===== src/hdl/gchs_defines.vh =====
`ifndef GCHS_DEFINES_VH
`define GCHS_DEFINES_VH
// Channel count and field positions
`define GCHS_NUM_CH          17
`define GCHS_CH_MODE_BIT     0
`define GCHS_GPIO_DIR_LSB    0
`define GCHS_GPIO_LVL_LSB    2
`define GCHS_INT_PIN_LSB     2
// Interrupt pin configuration codes (bit0 = open drain, bit1 = active high)
`define GCHS_INT_OD_BIT      0
`define GCHS_INT_POL_BIT     1
// Reset sequence timing
`define GCHS_RESET_NS        2000
`define GCHS_CLK_NS          10
`define GCHS_RESET_CYC       (`GCHS_RESET_NS / `GCHS_CLK_NS)
`define GCHS_RESET_CW        8
// Host interface mode codes (one-hot)
`define GCHS_HIF_SERIAL      4'b0001
`define GCHS_HIF_PAR_DS      4'b0010
`define GCHS_HIF_PAR_RDWR    4'b0100
`define GCHS_HIF_IDLE        4'b1000
`endif


===== src/hdl/gchs_gpio_cell.v =====
`default_nettype none
module gchs_gpio_cell (
   input  wire clock_in,
   input  wire rstn_in,
   input  wire dir_out_sel_in,
   input  wire level_wr_in,
   input  wire level_wr_data_in,
   input  wire pin_in,
   output wire pin_out,
   output wire pin_oe_n_out,
   output wire level_out
);
   reg drive_q;
   reg sample_q;
   always @(posedge clock_in) begin
      if (!rstn_in) begin
         drive_q  <= 1'b0;
         sample_q <= 1'b0;
      end else begin
         if (level_wr_in)
            drive_q <= level_wr_data_in;   // [RULE_07]
         sample_q <= pin_in;
      end
   end
   // Pin direction chosen by its own bit; enable is low while driving
   assign pin_oe_n_out = ~dir_out_sel_in;                    // [RULE_06]
   assign pin_out      = drive_q;
   assign level_out    = dir_out_sel_in ? drive_q : sample_q; // [RULE_07]
endmodule
`default_nettype wire


===== src/hdl/gchs_int_pin.v =====
`default_nettype none
`include "gchs_defines.vh"
module gchs_int_pin (
   input  wire clock_in,
   input  wire rstn_in,
   input  wire pending_in,
   input  wire [1:0] cfg_in,
   output wire pin_out,
   output wire pin_oe_n_out
);
   reg req_q;
   always @(posedge clock_in) begin
      if (!rstn_in)
         req_q <= 1'b0;
      else
         req_q <= pending_in;
   end
   wire active_level = cfg_in[`GCHS_INT_POL_BIT];
   wire level        = req_q ? active_level : ~active_level;
   // Open drain only drives the pin toward its active level
   assign pin_out      = level;                                     // [RULE_10]
   assign pin_oe_n_out = cfg_in[`GCHS_INT_OD_BIT] ? (level != active_level) : 1'b0; // [RULE_10]
endmodule
`default_nettype wire


===== src/hdl/gchs_top.v =====
// Function
// RULE_01 - Output enable high enables all line drivers; low forces them high impedance.
// RULE_02 - Output enable gates only driver outputs; internal logic keeps running.
// RULE_03 - Open mode-select enable: every channel mode comes from hardware mode pin.
// RULE_04 - Mode-select enable low: each channel uses its own config mode bit b0.
// RULE_05 - Hardware mode pin low means E1, open means T1/J1; ignored when disabled.
// RULE_06 - Each general-purpose pin direction follows its own bit in b1~0.
// RULE_07 - Level bits b3~2 report input level or set driven output level.
// RULE_08 - Low reset pulse resets device; sequence completes within 2 us.
// RULE_09 - Interrupt output asserts whenever any unmasked interrupt source is pending.
// RULE_10 - Interrupt pin drive type and polarity set by global config bits b3~2.
// RULE_11 - Host interface responds only while chip select is low.
// RULE_12 - Host drops chip select per operation and holds it until finished.
// RULE_13 - Interface strap low selects serial host interface, high selects parallel.
// RULE_14 - Serial uses select, clock, data in/out; parallel uses strobes, data, address.
// RULE_15 - Bus-style strap low picks data strobe style; open picks read/write strobes.
// RULE_16 - Unconnected pulled-up straps read high, same as a driven high level.
`default_nettype none
`include "gchs_defines.vh"
module gchs_top (
   input  wire        clock_in,
   input  wire        rstn_in,
   // Line driver control
   input  wire        output_enable_in,
   input  wire [16:0] drv_request_in,
   output wire [16:0] drv_enable_out,
   // Line mode selection (1 = E1, 0 = T1/J1)
   input  wire        hw_line_mode_select_enable_in,
   input  wire        hw_line_mode_select_in,
   input  wire [16:0] channel_line_mode_bit_in,
   output reg  [16:0] line_mode_e1_out,
   // General-purpose pins
   input  wire [3:0]  gpio_reg_wr_data_in,
   input  wire        gpio_reg_wr_in,
   input  wire [1:0]  gpio_pin_in,
   output wire [1:0]  gpio_pin_out,
   output wire [1:0]  gpio_pin_oe_n_out,
   output wire [3:0]  gpio_reg_rd_data_out,
   // Interrupts
   input  wire [15:0] irq_pending_in,
   input  wire [15:0] irq_mask_in,
   input  wire [3:0]  global_config_reg_in,
   output wire        irq_pin_out,
   output wire        irq_pin_oe_n_out,
   // Host interface selection
   input  wire        chip_select_n_in,
   input  wire        par_ser_strap_in,
   input  wire        parallel_bus_style_strap_in,
   input  wire        muxed_bus_select_in,
   output wire        host_access_en_out,
   output reg  [3:0]  host_if_mode_out,
   output wire        muxed_bus_out,
   output reg         reset_busy_out,
   output wire        device_ready_out
);
   ////////////////////////////////////////////////////////////////////////////////
   // Reset sequence: straps are sampled while the reset counter runs and held once it finishes
   reg [`GCHS_RESET_CW-1:0] rst_cnt_q;
   reg                      ser_strap_q;
   reg                      style_strap_q;
   reg                      mux_strap_q;
   wire                     rst_done = (rst_cnt_q == `GCHS_RESET_CW'd0);
   // Load value kept wide, then cut to the counter width on purpose
   wire [31:0]              rst_load = `GCHS_RESET_CYC - 1;
   always @(posedge clock_in) begin
      if (!rstn_in) begin
         rst_cnt_q      <= rst_load[`GCHS_RESET_CW-1:0]; // [RULE_08]
         reset_busy_out <= 1'b1;
         ser_strap_q    <= 1'b1;
         style_strap_q  <= 1'b1;
         mux_strap_q    <= 1'b1;
      end else if (!rst_done) begin
         rst_cnt_q      <= rst_cnt_q - `GCHS_RESET_CW'd1; // [RULE_08]
         reset_busy_out <= 1'b1;
         // Pulled-up straps float high, so open reads as high
         ser_strap_q    <= par_ser_strap_in;          // [RULE_16]
         style_strap_q  <= parallel_bus_style_strap_in; // [RULE_16]
         mux_strap_q    <= muxed_bus_select_in;
      end else begin
         reset_busy_out <= 1'b0;
      end
   end
   assign device_ready_out = ~reset_busy_out; // [RULE_08]

   ////////////////////////////////////////////////////////////////////////////////
   // Host interface mode
   always @(posedge clock_in) begin
      if (!rstn_in)
         host_if_mode_out <= `GCHS_HIF_IDLE;
      else if (!rst_done)
         host_if_mode_out <= `GCHS_HIF_IDLE;
      else begin
         case ({ser_strap_q, style_strap_q})
            2'b00,
            2'b01:   host_if_mode_out <= `GCHS_HIF_SERIAL;   // [RULE_13] [RULE_14]
            2'b10:   host_if_mode_out <= `GCHS_HIF_PAR_DS;   // [RULE_15]
            2'b11:   host_if_mode_out <= `GCHS_HIF_PAR_RDWR; // [RULE_15]
            default: host_if_mode_out <= `GCHS_HIF_IDLE;
         endcase
      end
   end
   assign muxed_bus_out = mux_strap_q & ser_strap_q;
   // Accesses need chip select low; host holds it for the whole cycle
   assign host_access_en_out = ~chip_select_n_in & ~reset_busy_out; // [RULE_11] [RULE_12]

   ////////////////////////////////////////////////////////////////////////////////
   // Line drivers and mode
   // Only the driver outputs are gated; modes keep running regardless
   assign drv_enable_out = drv_request_in & {17{output_enable_in}}; // [RULE_01] [RULE_02]
   always @(posedge clock_in) begin
      if (!rstn_in)
         line_mode_e1_out <= 17'h0_0000;
      else if (hw_line_mode_select_enable_in)
         line_mode_e1_out <= {17{~hw_line_mode_select_in}}; // [RULE_03] [RULE_05]
      else
         line_mode_e1_out <= channel_line_mode_bit_in;       // [RULE_04]
   end

   ////////////////////////////////////////////////////////////////////////////////
   // General-purpose pins
   reg [1:0] gpio_dir_q;
   wire [1:0] gpio_level;
   always @(posedge clock_in) begin
      if (!rstn_in)
         gpio_dir_q <= 2'b00;
      else if (gpio_reg_wr_in)
         gpio_dir_q <= gpio_reg_wr_data_in[`GCHS_GPIO_DIR_LSB +: 2]; // [RULE_06]
   end
   genvar g;
   generate
      for (g = 0; g < 2; g = g + 1) begin : gp
         gchs_gpio_cell u_cell (
            .clock_in         (clock_in),
            .rstn_in          (rstn_in),
            .dir_out_sel_in   (gpio_dir_q[g]),
            .level_wr_in      (gpio_reg_wr_in),
            .level_wr_data_in (gpio_reg_wr_data_in[`GCHS_GPIO_LVL_LSB + g]),
            .pin_in           (gpio_pin_in[g]),
            .pin_out          (gpio_pin_out[g]),
            .pin_oe_n_out     (gpio_pin_oe_n_out[g]),
            .level_out        (gpio_level[g])
         );
      end
   endgenerate
   assign gpio_reg_rd_data_out = {gpio_level, gpio_dir_q}; // [RULE_07]

   ////////////////////////////////////////////////////////////////////////////////
   // Interrupt pin
   wire irq_any = |(irq_pending_in & ~irq_mask_in); // [RULE_09]
   gchs_int_pin u_int (
      .clock_in     (clock_in),
      .rstn_in      (rstn_in),
      .pending_in   (irq_any),
      .cfg_in       (global_config_reg_in[`GCHS_INT_PIN_LSB +: 2]),
      .pin_out      (irq_pin_out),
      .pin_oe_n_out (irq_pin_oe_n_out)
   );
endmodule
`default_nettype wire


===== config.mk =====
export PLATFORM = sky130hd
export DESIGN_NAME = gchs_top
export DESIGN_NICKNAME = d
export VERILOG_FILES = /design/src/hdl/gchs_gpio_cell.v /design/src/hdl/gchs_int_pin.v /design/src/hdl/gchs_top.v
export VERILOG_INCLUDE_DIRS = /design/src /design/src/hdl
export SDC_FILE = /design/constraint.sdc
export NUM_CORES = 1
export LEC_CHECK = 0
export ABC_CLOCK_PERIOD_IN_PS = 2550
export BUFFER_PORTS_ARGS = -buffer_cell sky130_fd_sc_hd__buf_2
export CORE_MARGIN = 2
export CORE_UTILIZATION = 39
export CTS_CLUSTER_DIAMETER = 50
export DETAILED_ROUTE_END_ITERATION = 10
export GPL_TIMING_DRIVEN = 0
export PLACE_DENSITY_LB_ADDON = 0.1
export SLEW_MARGIN = 20
export SYNTH_ARGS = -nofsm -noshare
export SYNTH_HDL_FRONTEND = slang
export SYNTH_SLANG_ARGS = --single-unit

===== constraint.sdc =====
create_clock -name clock_in -period 2.55 [get_ports clock_in]
set_clock_uncertainty 0.2 [all_clocks]
set_input_delay 0.51 -clock clock_in [delete_from_list [all_inputs] [get_ports clock_in]]
set_output_delay 0.51 -clock clock_in [all_outputs]
set_load 0.1 [all_outputs]

==> results.ini, run 1 <==
[drt]
dr.pass1.iters = 4
routed_wl_mm = 4.11
drcViolationCount = 0
met1Wirelength_mm = 1.63
top_layer_used = met4
viasPerCell = 4.43
post_drt_wl_per_cell_um = 10.5
num_vias = 1726
route.met2.wl_mm = 2.13
drtIter0Drc = 46
ant_nets = 0
dr_wl_met3_um = 288

[floorplan]
num_io_pins = 138
die_y_um = 71.0
initial_core_util = 0.405
row_count = 24
die_w_um = 71.0
coreArea_um2 = 4320
die_area_um2 = 5040

[timing]
rsz0062_at_grt = false
tns_ns = 0
setup_viol = 0
min_period_ns = 2.20
max_slew.worst_pin.slew_ns = 0.503
finalMaxSlewViolations = 0
hold_slack_ns = 0.221
worst_slack_ns = 0.347
relSlewSlack = 0.667
finalHoldViolCount = 0
period_share = 0.864
fmax_ghz = 0.454

[yosys]
synth_area_um2 = 1750
yosys_warnings = 0
synth_top_area_share = 0.458
postSynthCellCount = 196
syn-num-nets = 284
ys_seq_elements = 40
synth_cell_types = 32
synth_top_cell_by_area = dfxtp_1
yosysSeqAreaShare = 0.458
ys.flop_type = dfxtp_1
postSynthAreaPerCell_um2 = 8.92
synth_area_leaders = dfxtp_1 (46%), nand2b_1 (8.2%), and2_1 (7.2%)
synth_edf_count = 0
synthArstFlopShare = 0

[worst_hold_path]
hold_path_startpoint = gpio_pin_in[0]
holdPathStages = 2
holdPathEnd = gp[0].u_cell.sample_q$_SDFF_PN0_
hold_path.class = input pin to flip-flop

[worst_setup_path]
critPathMaxFanout = 10
rr_worst_depth = 3
worstPathArrival_ns = 1.49
criticalPathCategory = input pin to output pin
r2r_end = rst_cnt_q[7]$_SDFFE_PN1P_
r2r-start = rst_cnt_q[3]$_SDFFE_PN0P_
rrSetupSlack_ns = 0.63
required_ns = 1.84
critPathCaptureType = output pin
critPathLaunchType = input pin

[grt]
track_usage = 0.167
antenna_found_initial = 0
grt_start_max_net_pins = 13
overflow = 0
grt_pass1_wl_mm = 6.84
first_global_vias = 1672

[place]
port_buffers = 134
place_inst = 382
dp_hpwl_mm = 3.32
place_ws_ns = 0.340
gp_congestion = 0.764
placed_area_um2 = 2500

[cts]
clock-sinks = 40
holdBufCountCts = 0
path_clk_slew_ns = 0.07
postCtsSetupRepairBufs = 0
cts_tree = yes
cts_root_buf = clkbuf_8
numCtsBuffers = 5
cts_buffer_depth = 2
worstSkewPairLatency_ns = 0.29
ctsResizeCount = 0
htree_levels = 2

[cells_and_area]
utilization = 0.607
diodes = 0
syn_to_final_growth_pct = 50.0
drive_above_1_share = 0.479
instances_no_fill = 390
final_area_um2 = 2620
layout_commonest_cell = buf_2
final_cell_mix = buf_2 (134), dfxtp_1 (40), nand2b_1 (23), inv_1 (20), and2_1 (20)
final_nets = 425

[power]
powerDensity_nw_per_um2 = 667
worst_ir_drop_vdd_uv = 464
power.leakage_nw = 1.39
power_mw = 1.75

[outcome]
status = complete, no violations

[flow_run]
cap_violations = 0

## power breakdown
group          leakage, nW  internal [mW]  switching [mW]
sequential           0.330          0.655          0.0146
combinational         1.00          0.127           0.396
clock               0.0645          0.345           0.212
## cell families (layout without fill, tap and decap cells)
group / Yosys count / count (layout) / share of synthesized area
buffers and inverters: 37 / 179 / 0.0987
DFF: 40 / 40 / 0.458
xor gates and xnor gates: 5 / 5 / 0.0250
and+or+nand+nor: 71 / 71 / 0.243
adders and majority gates: 2 / 2 / 0.0143
muxes: 9 / 9 / 0.0529
AOI/OAI and AO/OA: 32 / 32 / 0.108
## worst max-delay path, cell delays in order
cell and delay [ns]:
buf_2 0.12, clkbuf_1 0.25, and2_1 0.18, buf_2 0.42
## routing by layer
layer / vias to the layer above / track usage
met5: - / 0
met1: 750 / 0.174
met3: 8 / 0.0456
met2: 61 / 0.316
met4: 0 / 0.0629
li1: 907 / -
## sequential cells by signal (all words and copies together) (netlist names)
signal              flops
line_mode_e1_out       17
rst_cnt_q               8
host_if_mode_out        4
gp.u_cell.pin_out       2
gp.u_cell.sample_q      2
gpio_dir_q              2
mux_strap_q             1
reset_busy_out          1
ser_strap_q             1
style_strap_q           1
u_int.req_q             1
## synth_stat cells (4+ instances only)
library cell  number
and2_1            20
nand2b_1          23
o22ai_1            4
mux2i_1            7
nor2_1            10
nand2_1            6
xnor2_1            4
clkbuf_1           7
buf_4              9
a21oi_1           18
inv_1             20
dfxtp_1           40
## cell type report
type,count,area (µm²)
Clock buffer,7,96.3
Tap cell,52,65.1
Multi-Input combinational cell,119,788
Sequential cell,40,801
Timing Repair Buffer,134,671
Buffer,17,97.6
Inverter,20,75.1
Fill cell,380,1700
Clock inverter,1,30.0
## worst max-delay path by stage
stage                               from            endpoint  cells after the start
5_1_grt                 output_enable_in  drv_enable_out[11]                      4
4_1_cts                 output_enable_in   drv_enable_out[7]                      4
2_1_floorplan  reset_busy_out$_SDFF_PN1_    device_ready_out                      1
3_5_place_dp            output_enable_in   drv_enable_out[7]                      4
3_3_place_gp            output_enable_in  drv_enable_out[13]                      4
6_report                output_enable_in   drv_enable_out[7]                      4
(Power assumes the default switching activity.)
==> run 2, diff against run 1 <==
--- a/config.mk
+++ b/config.mk
@@ -8,6 +8,7 @@
 export LEC_CHECK = 0
 export ABC_CLOCK_PERIOD_IN_PS = 2550
 export BUFFER_PORTS_ARGS = -buffer_cell sky130_fd_sc_hd__buf_2
+export CORE_ASPECT_RATIO = 0.6
 export CORE_MARGIN = 2
 export CORE_UTILIZATION = 39
 export CTS_CLUSTER_DIAMETER = 50
==> run 2 against run 1 <==
  * Maximum frequency is 0.77% higher
  * Design area grew 0.19%
  * Non-clock buffer count stayed put
  * Cell count up 2.1%
  * Global-route usage rose by 1.2 points
  * Power is 0.88% lower
  * Worst setup slack improved by 0.017 ns
  * Sequential cell count stayed put
  * Clock-buffer cell count decreased by 1
==> results.ini, run 2 (synthesis gave the netlist of run 1 again) <==
[outcome]
status = complete, no violations

[floorplan]
row_count = 18
die_y_um = 55.9
coreArea_um2 = 4210
initial_core_util = 0.415
num_io_pins = 138
die_w_um = 90.5
die_area_um2 = 5050

[cells_and_area]
largest-register = line_mode_e1_out
largest_reg_flops = 17
instances_no_fill = 398
syn_to_final_growth_pct = 50.3
drive_above_1_share = 0.479
final_nets = 425
final_cell_mix = buf_2 (134), dfxtp_1 (40), nand2b_1 (23), inv_1 (20), and2_1 (20)
layout_commonest_cell = buf_2
top_regs = line_mode_e1_out (17), rst_cnt_q (8), host_if_mode_out (4)
diodes = 0

[drt]
num_vias = 1715
viasPerCell = 4.31
routed_wl_mm = 4.37
drtIter0Drc = 40
post_drt_wl_per_cell_um = 11.0
dr.pass1.iters = 6
ant_nets = 0
drcViolationCount = 0

[place]
gp_congestion = 0.824
place_ws_ns = 0.342
port_buffers = 134
place_inst = 390
dp_hpwl_mm = 3.59

[flow_run]
cap_violations = 0

[cts]
numCtsBuffers = 5
worstSkewPairLatency_ns = 0.29
postCtsSetupRepairBufs = 0
cts_root_buf = clkbuf_8
holdBufCountCts = 0
ctsResizeCount = 0
cts_tree = yes
htree_levels = 2
cts_buffer_depth = 2
path_clk_slew_ns = 0.08
clock-sinks = 40

[grt]
grt_start_max_net_pins = 14
first_global_vias = 1649
overflow = 0
grt_pass1_wl_mm = 7.33
antenna_found_initial = 0
track_usage = 0.179

[worst_setup_path]
cp_cell_sequence = buf_2 -> clkbuf_1 -> and2_1 -> buf_2
rrSetupSlack_ns = 0.64
slowest_delay_ns = 0.42
required_ns = 1.84
critPathLaunch = output_enable_in
critPathLaunchType = input pin
critPathMaxFanout = 10
critPathCaptureType = output pin
crit_path_end = drv_enable_out[14]
rr_worst_depth = 3
critPathTopFamily = buffers and inverters
r2r_end = rst_cnt_q[7]$_SDFFE_PN1P_
path_buf_inv = 3
worstPathArrival_ns = 1.48
criticalPathCategory = input pin to output pin
critical_path_cell_count = 4
path_common_cell = buf_2
r2r-start = rst_cnt_q[3]$_SDFFE_PN0P_
crit_slowest_cell = buf_2

[timing]
fmax_ghz = 0.457
period_share = 0.857
relSlewSlack = 0.672
min_period_ns = 2.19
rsz0062_at_grt = false
tns_ns = 0
finalMaxSlewViolations = 0
worst_slack_ns = 0.364
setup_viol = 0
max_slew.worst_pin.slew_ns = 0.495
finalHoldViolCount = 0

[worst_hold_path]
holdPathStages = 2
hold_path.class = input pin to flip-flop
hold_path_startpoint = gpio_pin_in[1]

[power]
powerDensity_nw_per_um2 = 660
worst_ir_drop_vdd_uv = 333
power.leakage_nw = 1.39

-- run 2: changes by cell type in the layout (fill, tap and decap cells not counted), sizes merged --
cell,before,now
clkbuf,14,13
clkinv,0,1
-- run 2: cell type report --
type / count / area, µm²
Multi-Input combinational cell: 119 / 788
Inverter: 20 / 75.1
Tap cell: 60 / 75.1
Buffer: 17 / 97.6
Sequential cell: 40 / 801
Timing Repair Buffer: 134 / 671
Clock inverter: 2 / 38.8
Clock buffer: 6 / 82.6
Fill cell: 378 / 1580
-- run 2: power by group --
part	internal [mW]	leakage, nW	switching, mW
sequential	0.655	0.330	0.0155
combinational	0.128	1.00	0.397
clock	0.320	0.0614	0.220
-- run 2: worst min-delay path by stage --
stage	to	slack, ns
after detailed placement	host_if_mode_out[1]$_SDFF_PN0_	0.25
final	gp[1].u_cell.sample_q$_SDFF_PN0_	0.22
after global routing	gp[1].u_cell.sample_q$_SDFF_PN0_	0.21
after global placement	host_if_mode_out[1]$_SDFF_PN0_	0.23
after CTS	gp[1].u_cell.sample_q$_SDFF_PN0_	0.21
after floorplan	host_if_mode_out[1]$_SDFF_PN0_	0.21
-- run 2: worst register-to-register path: cells and delay by family (launching register included) --
family / cells / cell delay (ns)
compound gates: 1 / 0.29
flops: 1 / 0.33
simple gates: 2 / 0.99
-- run 2: stage by stage --
stage	cell area [µm²]	hold slack, ns	utilization	power, mW
finish	2630	0.218	0.624	1.73
global route	2630	0.211	0.624	1.81
CTS	2630	0.212	0.624	1.75
detailed placement	2510	0.251	0.595	1.21
global placement	2510	0.233	0.595	1.21
floorplan	1760	0.210	-	1.09
-- run 2: layer usage --
layer | vias up | GRT usage | part of all wire
met5 | - | 0 | 0
met3 | 7 | 0.0501 | 0.066
li1 | 909 | - | -
met1 | 733 | 0.230 | 0.47
met4 | 0 | 0.0725 | 0.016
met2 | 66 | 0.286 | 0.45
==> run 3, diff against run 2 <==
--- a/config.mk
+++ b/config.mk
@@ -9,7 +9,7 @@
 export ABC_CLOCK_PERIOD_IN_PS = 2550
 export BUFFER_PORTS_ARGS = -buffer_cell sky130_fd_sc_hd__buf_2
 export CORE_ASPECT_RATIO = 0.6
-export CORE_MARGIN = 2
+export CORE_MARGIN = 8
 export CORE_UTILIZATION = 39
 export CTS_CLUSTER_DIAMETER = 50
 export DETAILED_ROUTE_END_ITERATION = 10
==> run 3 against run 2 <==
  * First-iteration DRC count is 15% lower
  * Worst setup slack better by 0.0098 ns
  * Wire length is 13% higher
  * Critical endpoint is now drv_enable_out[13]
  * Utilization is 4.0 points lower
  * Power is 7.7% lower
  * Global-route usage is 3.9 points lower
  * Maximum frequency is 0.45% higher
  * Largest cell class unchanged
  * Die area is 38% higher
  * Clock-buffer cell count is 1 lower
==> results.ini, run 3 (synthesis gave the netlist of run 1 again) <==
[drt]
viasPerCell = 4.20
drcViolationCount = 0
dr.pass1.iters = 4
drtIter0Drc = 34
routed_wl_mm = 4.96
post_drt_wl_per_cell_um = 12.4
ant_nets = 0
num_vias = 1683

[cts]
clock-sinks = 40
cts_buffer_depth = 2
cts_root_buf = clkbuf_8
path_clk_slew_ns = 0.07
postCtsSetupRepairBufs = 0
ctsResizeCount = 0
htree_levels = 2
numCtsBuffers = 5
cts_tree = yes
worstSkewPairLatency_ns = 0.29
holdBufCountCts = 0

[cells_and_area]
final_nets = 425
diodes = 0
drive_above_1_share = 0.479
largest-register = line_mode_e1_out
top_regs = line_mode_e1_out (17), rst_cnt_q (8), host_if_mode_out (4)
syn_to_final_growth_pct = 48.6
final_cell_mix = buf_2 (134), dfxtp_1 (40), nand2b_1 (23), inv_1 (20), and2_1 (20)
layout_commonest_cell = buf_2
instances_no_fill = 401
largest_reg_flops = 17
fillCellCount = 450

[worst_setup_path]
slowest_delay_ns = 0.42
required_ns = 1.84
crit_slowest_cell = buf_2
critPathLaunchType = input pin
rrSetupSlack_ns = 0.64
worstPathArrival_ns = 1.47
cp_cell_sequence = buf_2 -> clkbuf_1 -> and2_1 -> buf_2
criticalPathCategory = input pin to output pin
critPathCaptureType = output pin
path_common_cell = buf_2
r2r-start = rst_cnt_q[3]$_SDFFE_PN0P_
critPathTopFamily = buffers and inverters
r2r_end = rst_cnt_q[7]$_SDFFE_PN1P_
rr_worst_depth = 3
critPathMaxFanout = 10
path_buf_inv = 3

[worst_hold_path]
holdPathStages = 2
hold_path.class = input pin to flip-flop
holdPathEnd = gp[1].u_cell.sample_q$_SDFF_PN0_
hold_path_startpoint = gpio_pin_in[1]

[grt]
grt_start_max_net_pins = 14
antenna_found_initial = 0
first_global_vias = 1624
track_usage = 0.140
overflow = 0
grt_pass1_wl_mm = 7.62

[floorplan]
num_io_pins = 138
row_count = 19
coreArea_um2 = 4450
die_y_um = 67.9
initial_core_util = 0.393
die_w_um = 102
die_area_um2 = 6950

[power]
power_mw = 1.60
powerDensity_nw_per_um2 = 616
power.leakage_nw = 1.38
worst_ir_drop_vdd_uv = 248

[timing]
rsz0062_at_grt = false
period_share = 0.853
finalHoldViolCount = 0
tns_ns = 0
fmax_ghz = 0.460
setup_viol = 0
relSlewSlack = 0.669
worst_slack_ns = 0.374
min_period_ns = 2.18
max_slew.worst_pin.slew_ns = 0.499
finalMaxSlewViolations = 0

[place]
dp_hpwl_mm = 4.18
gp_congestion = 0.747
port_buffers = 134
place_inst = 393
place_ws_ns = 0.359

[flow_run]
cap_violations = 0

[outcome]
status = complete, no violations

==> run 3: cell count changes in the layout (fill, tap and decap cells not counted), sizes merged <==
cell,delta
clkinv,+2
bufinv,-1
clkbuf,-1
==> run 3: area by class of cell <==
| class | count | area, µm² | area share |
|---|---|---|---|
| clock inverters | 3 | 18.8 | 0.00722 |
| repair buffers | 134 | 671 | 0.258 |
| flip-flops and latches | 40 | 801 | 0.308 |
| clock buffers | 5 | 68.8 | 0.0265 |
| multi-input cells | 119 | 788 | 0.303 |
| plain buffers | 17 | 97.6 | 0.0376 |
| inverters | 20 | 75.1 | 0.0289 |
| well taps | 63 | 78.8 | 0.0303 |
==> run 3: routing by layer <==
layer | wire, µm | global-route usage | share of wire
met5 | 0 | 0 | 0
met2 | 2550 | 0.248 | 0.51
met1 | 2060 | 0.157 | 0.42
met4 | 0 | 0.0436 | 0
met3 | 348 | 0.0497 | 0.070
==> run 3: how the worst max path moves through the flow <==
stage / startpoint / to / slack (ns) / cells past startpoint
2_1_floorplan: reset_busy_out$_SDFF_PN1_ / device_ready_out / 0.19 / 1
3_3_place_gp: output_enable_in / drv_enable_out[8] / 0.36 / 4
3_5_place_dp: output_enable_in / drv_enable_out[6] / 0.36 / 4
4_1_cts: output_enable_in / drv_enable_out[6] / 0.36 / 4
5_1_grt: output_enable_in / drv_enable_out[12] / 0.26 / 4
6_report: output_enable_in / drv_enable_out[13] / 0.37 / 4
==> run 3: power breakdown <==
part           total (mW)  internal (mW)  switching (mW)
registers           0.670          0.655          0.0152
clock network       0.404          0.190           0.214
logic               0.527          0.128           0.399
total                1.60          0.973           0.628
==> run 3: per-stage QoR <==
stage / hold slack (ns) / utilization / cell area [µm²]
final: 0.227 / 0.585 / 2600
after global routing: 0.210 / 0.585 / 2600
after CTS: 0.222 / 0.585 / 2600
after detailed placement: 0.227 / 0.565 / 2510
after global placement: 0.229 / 0.565 / 2510
after floorplan: 0.210 / - / 1760
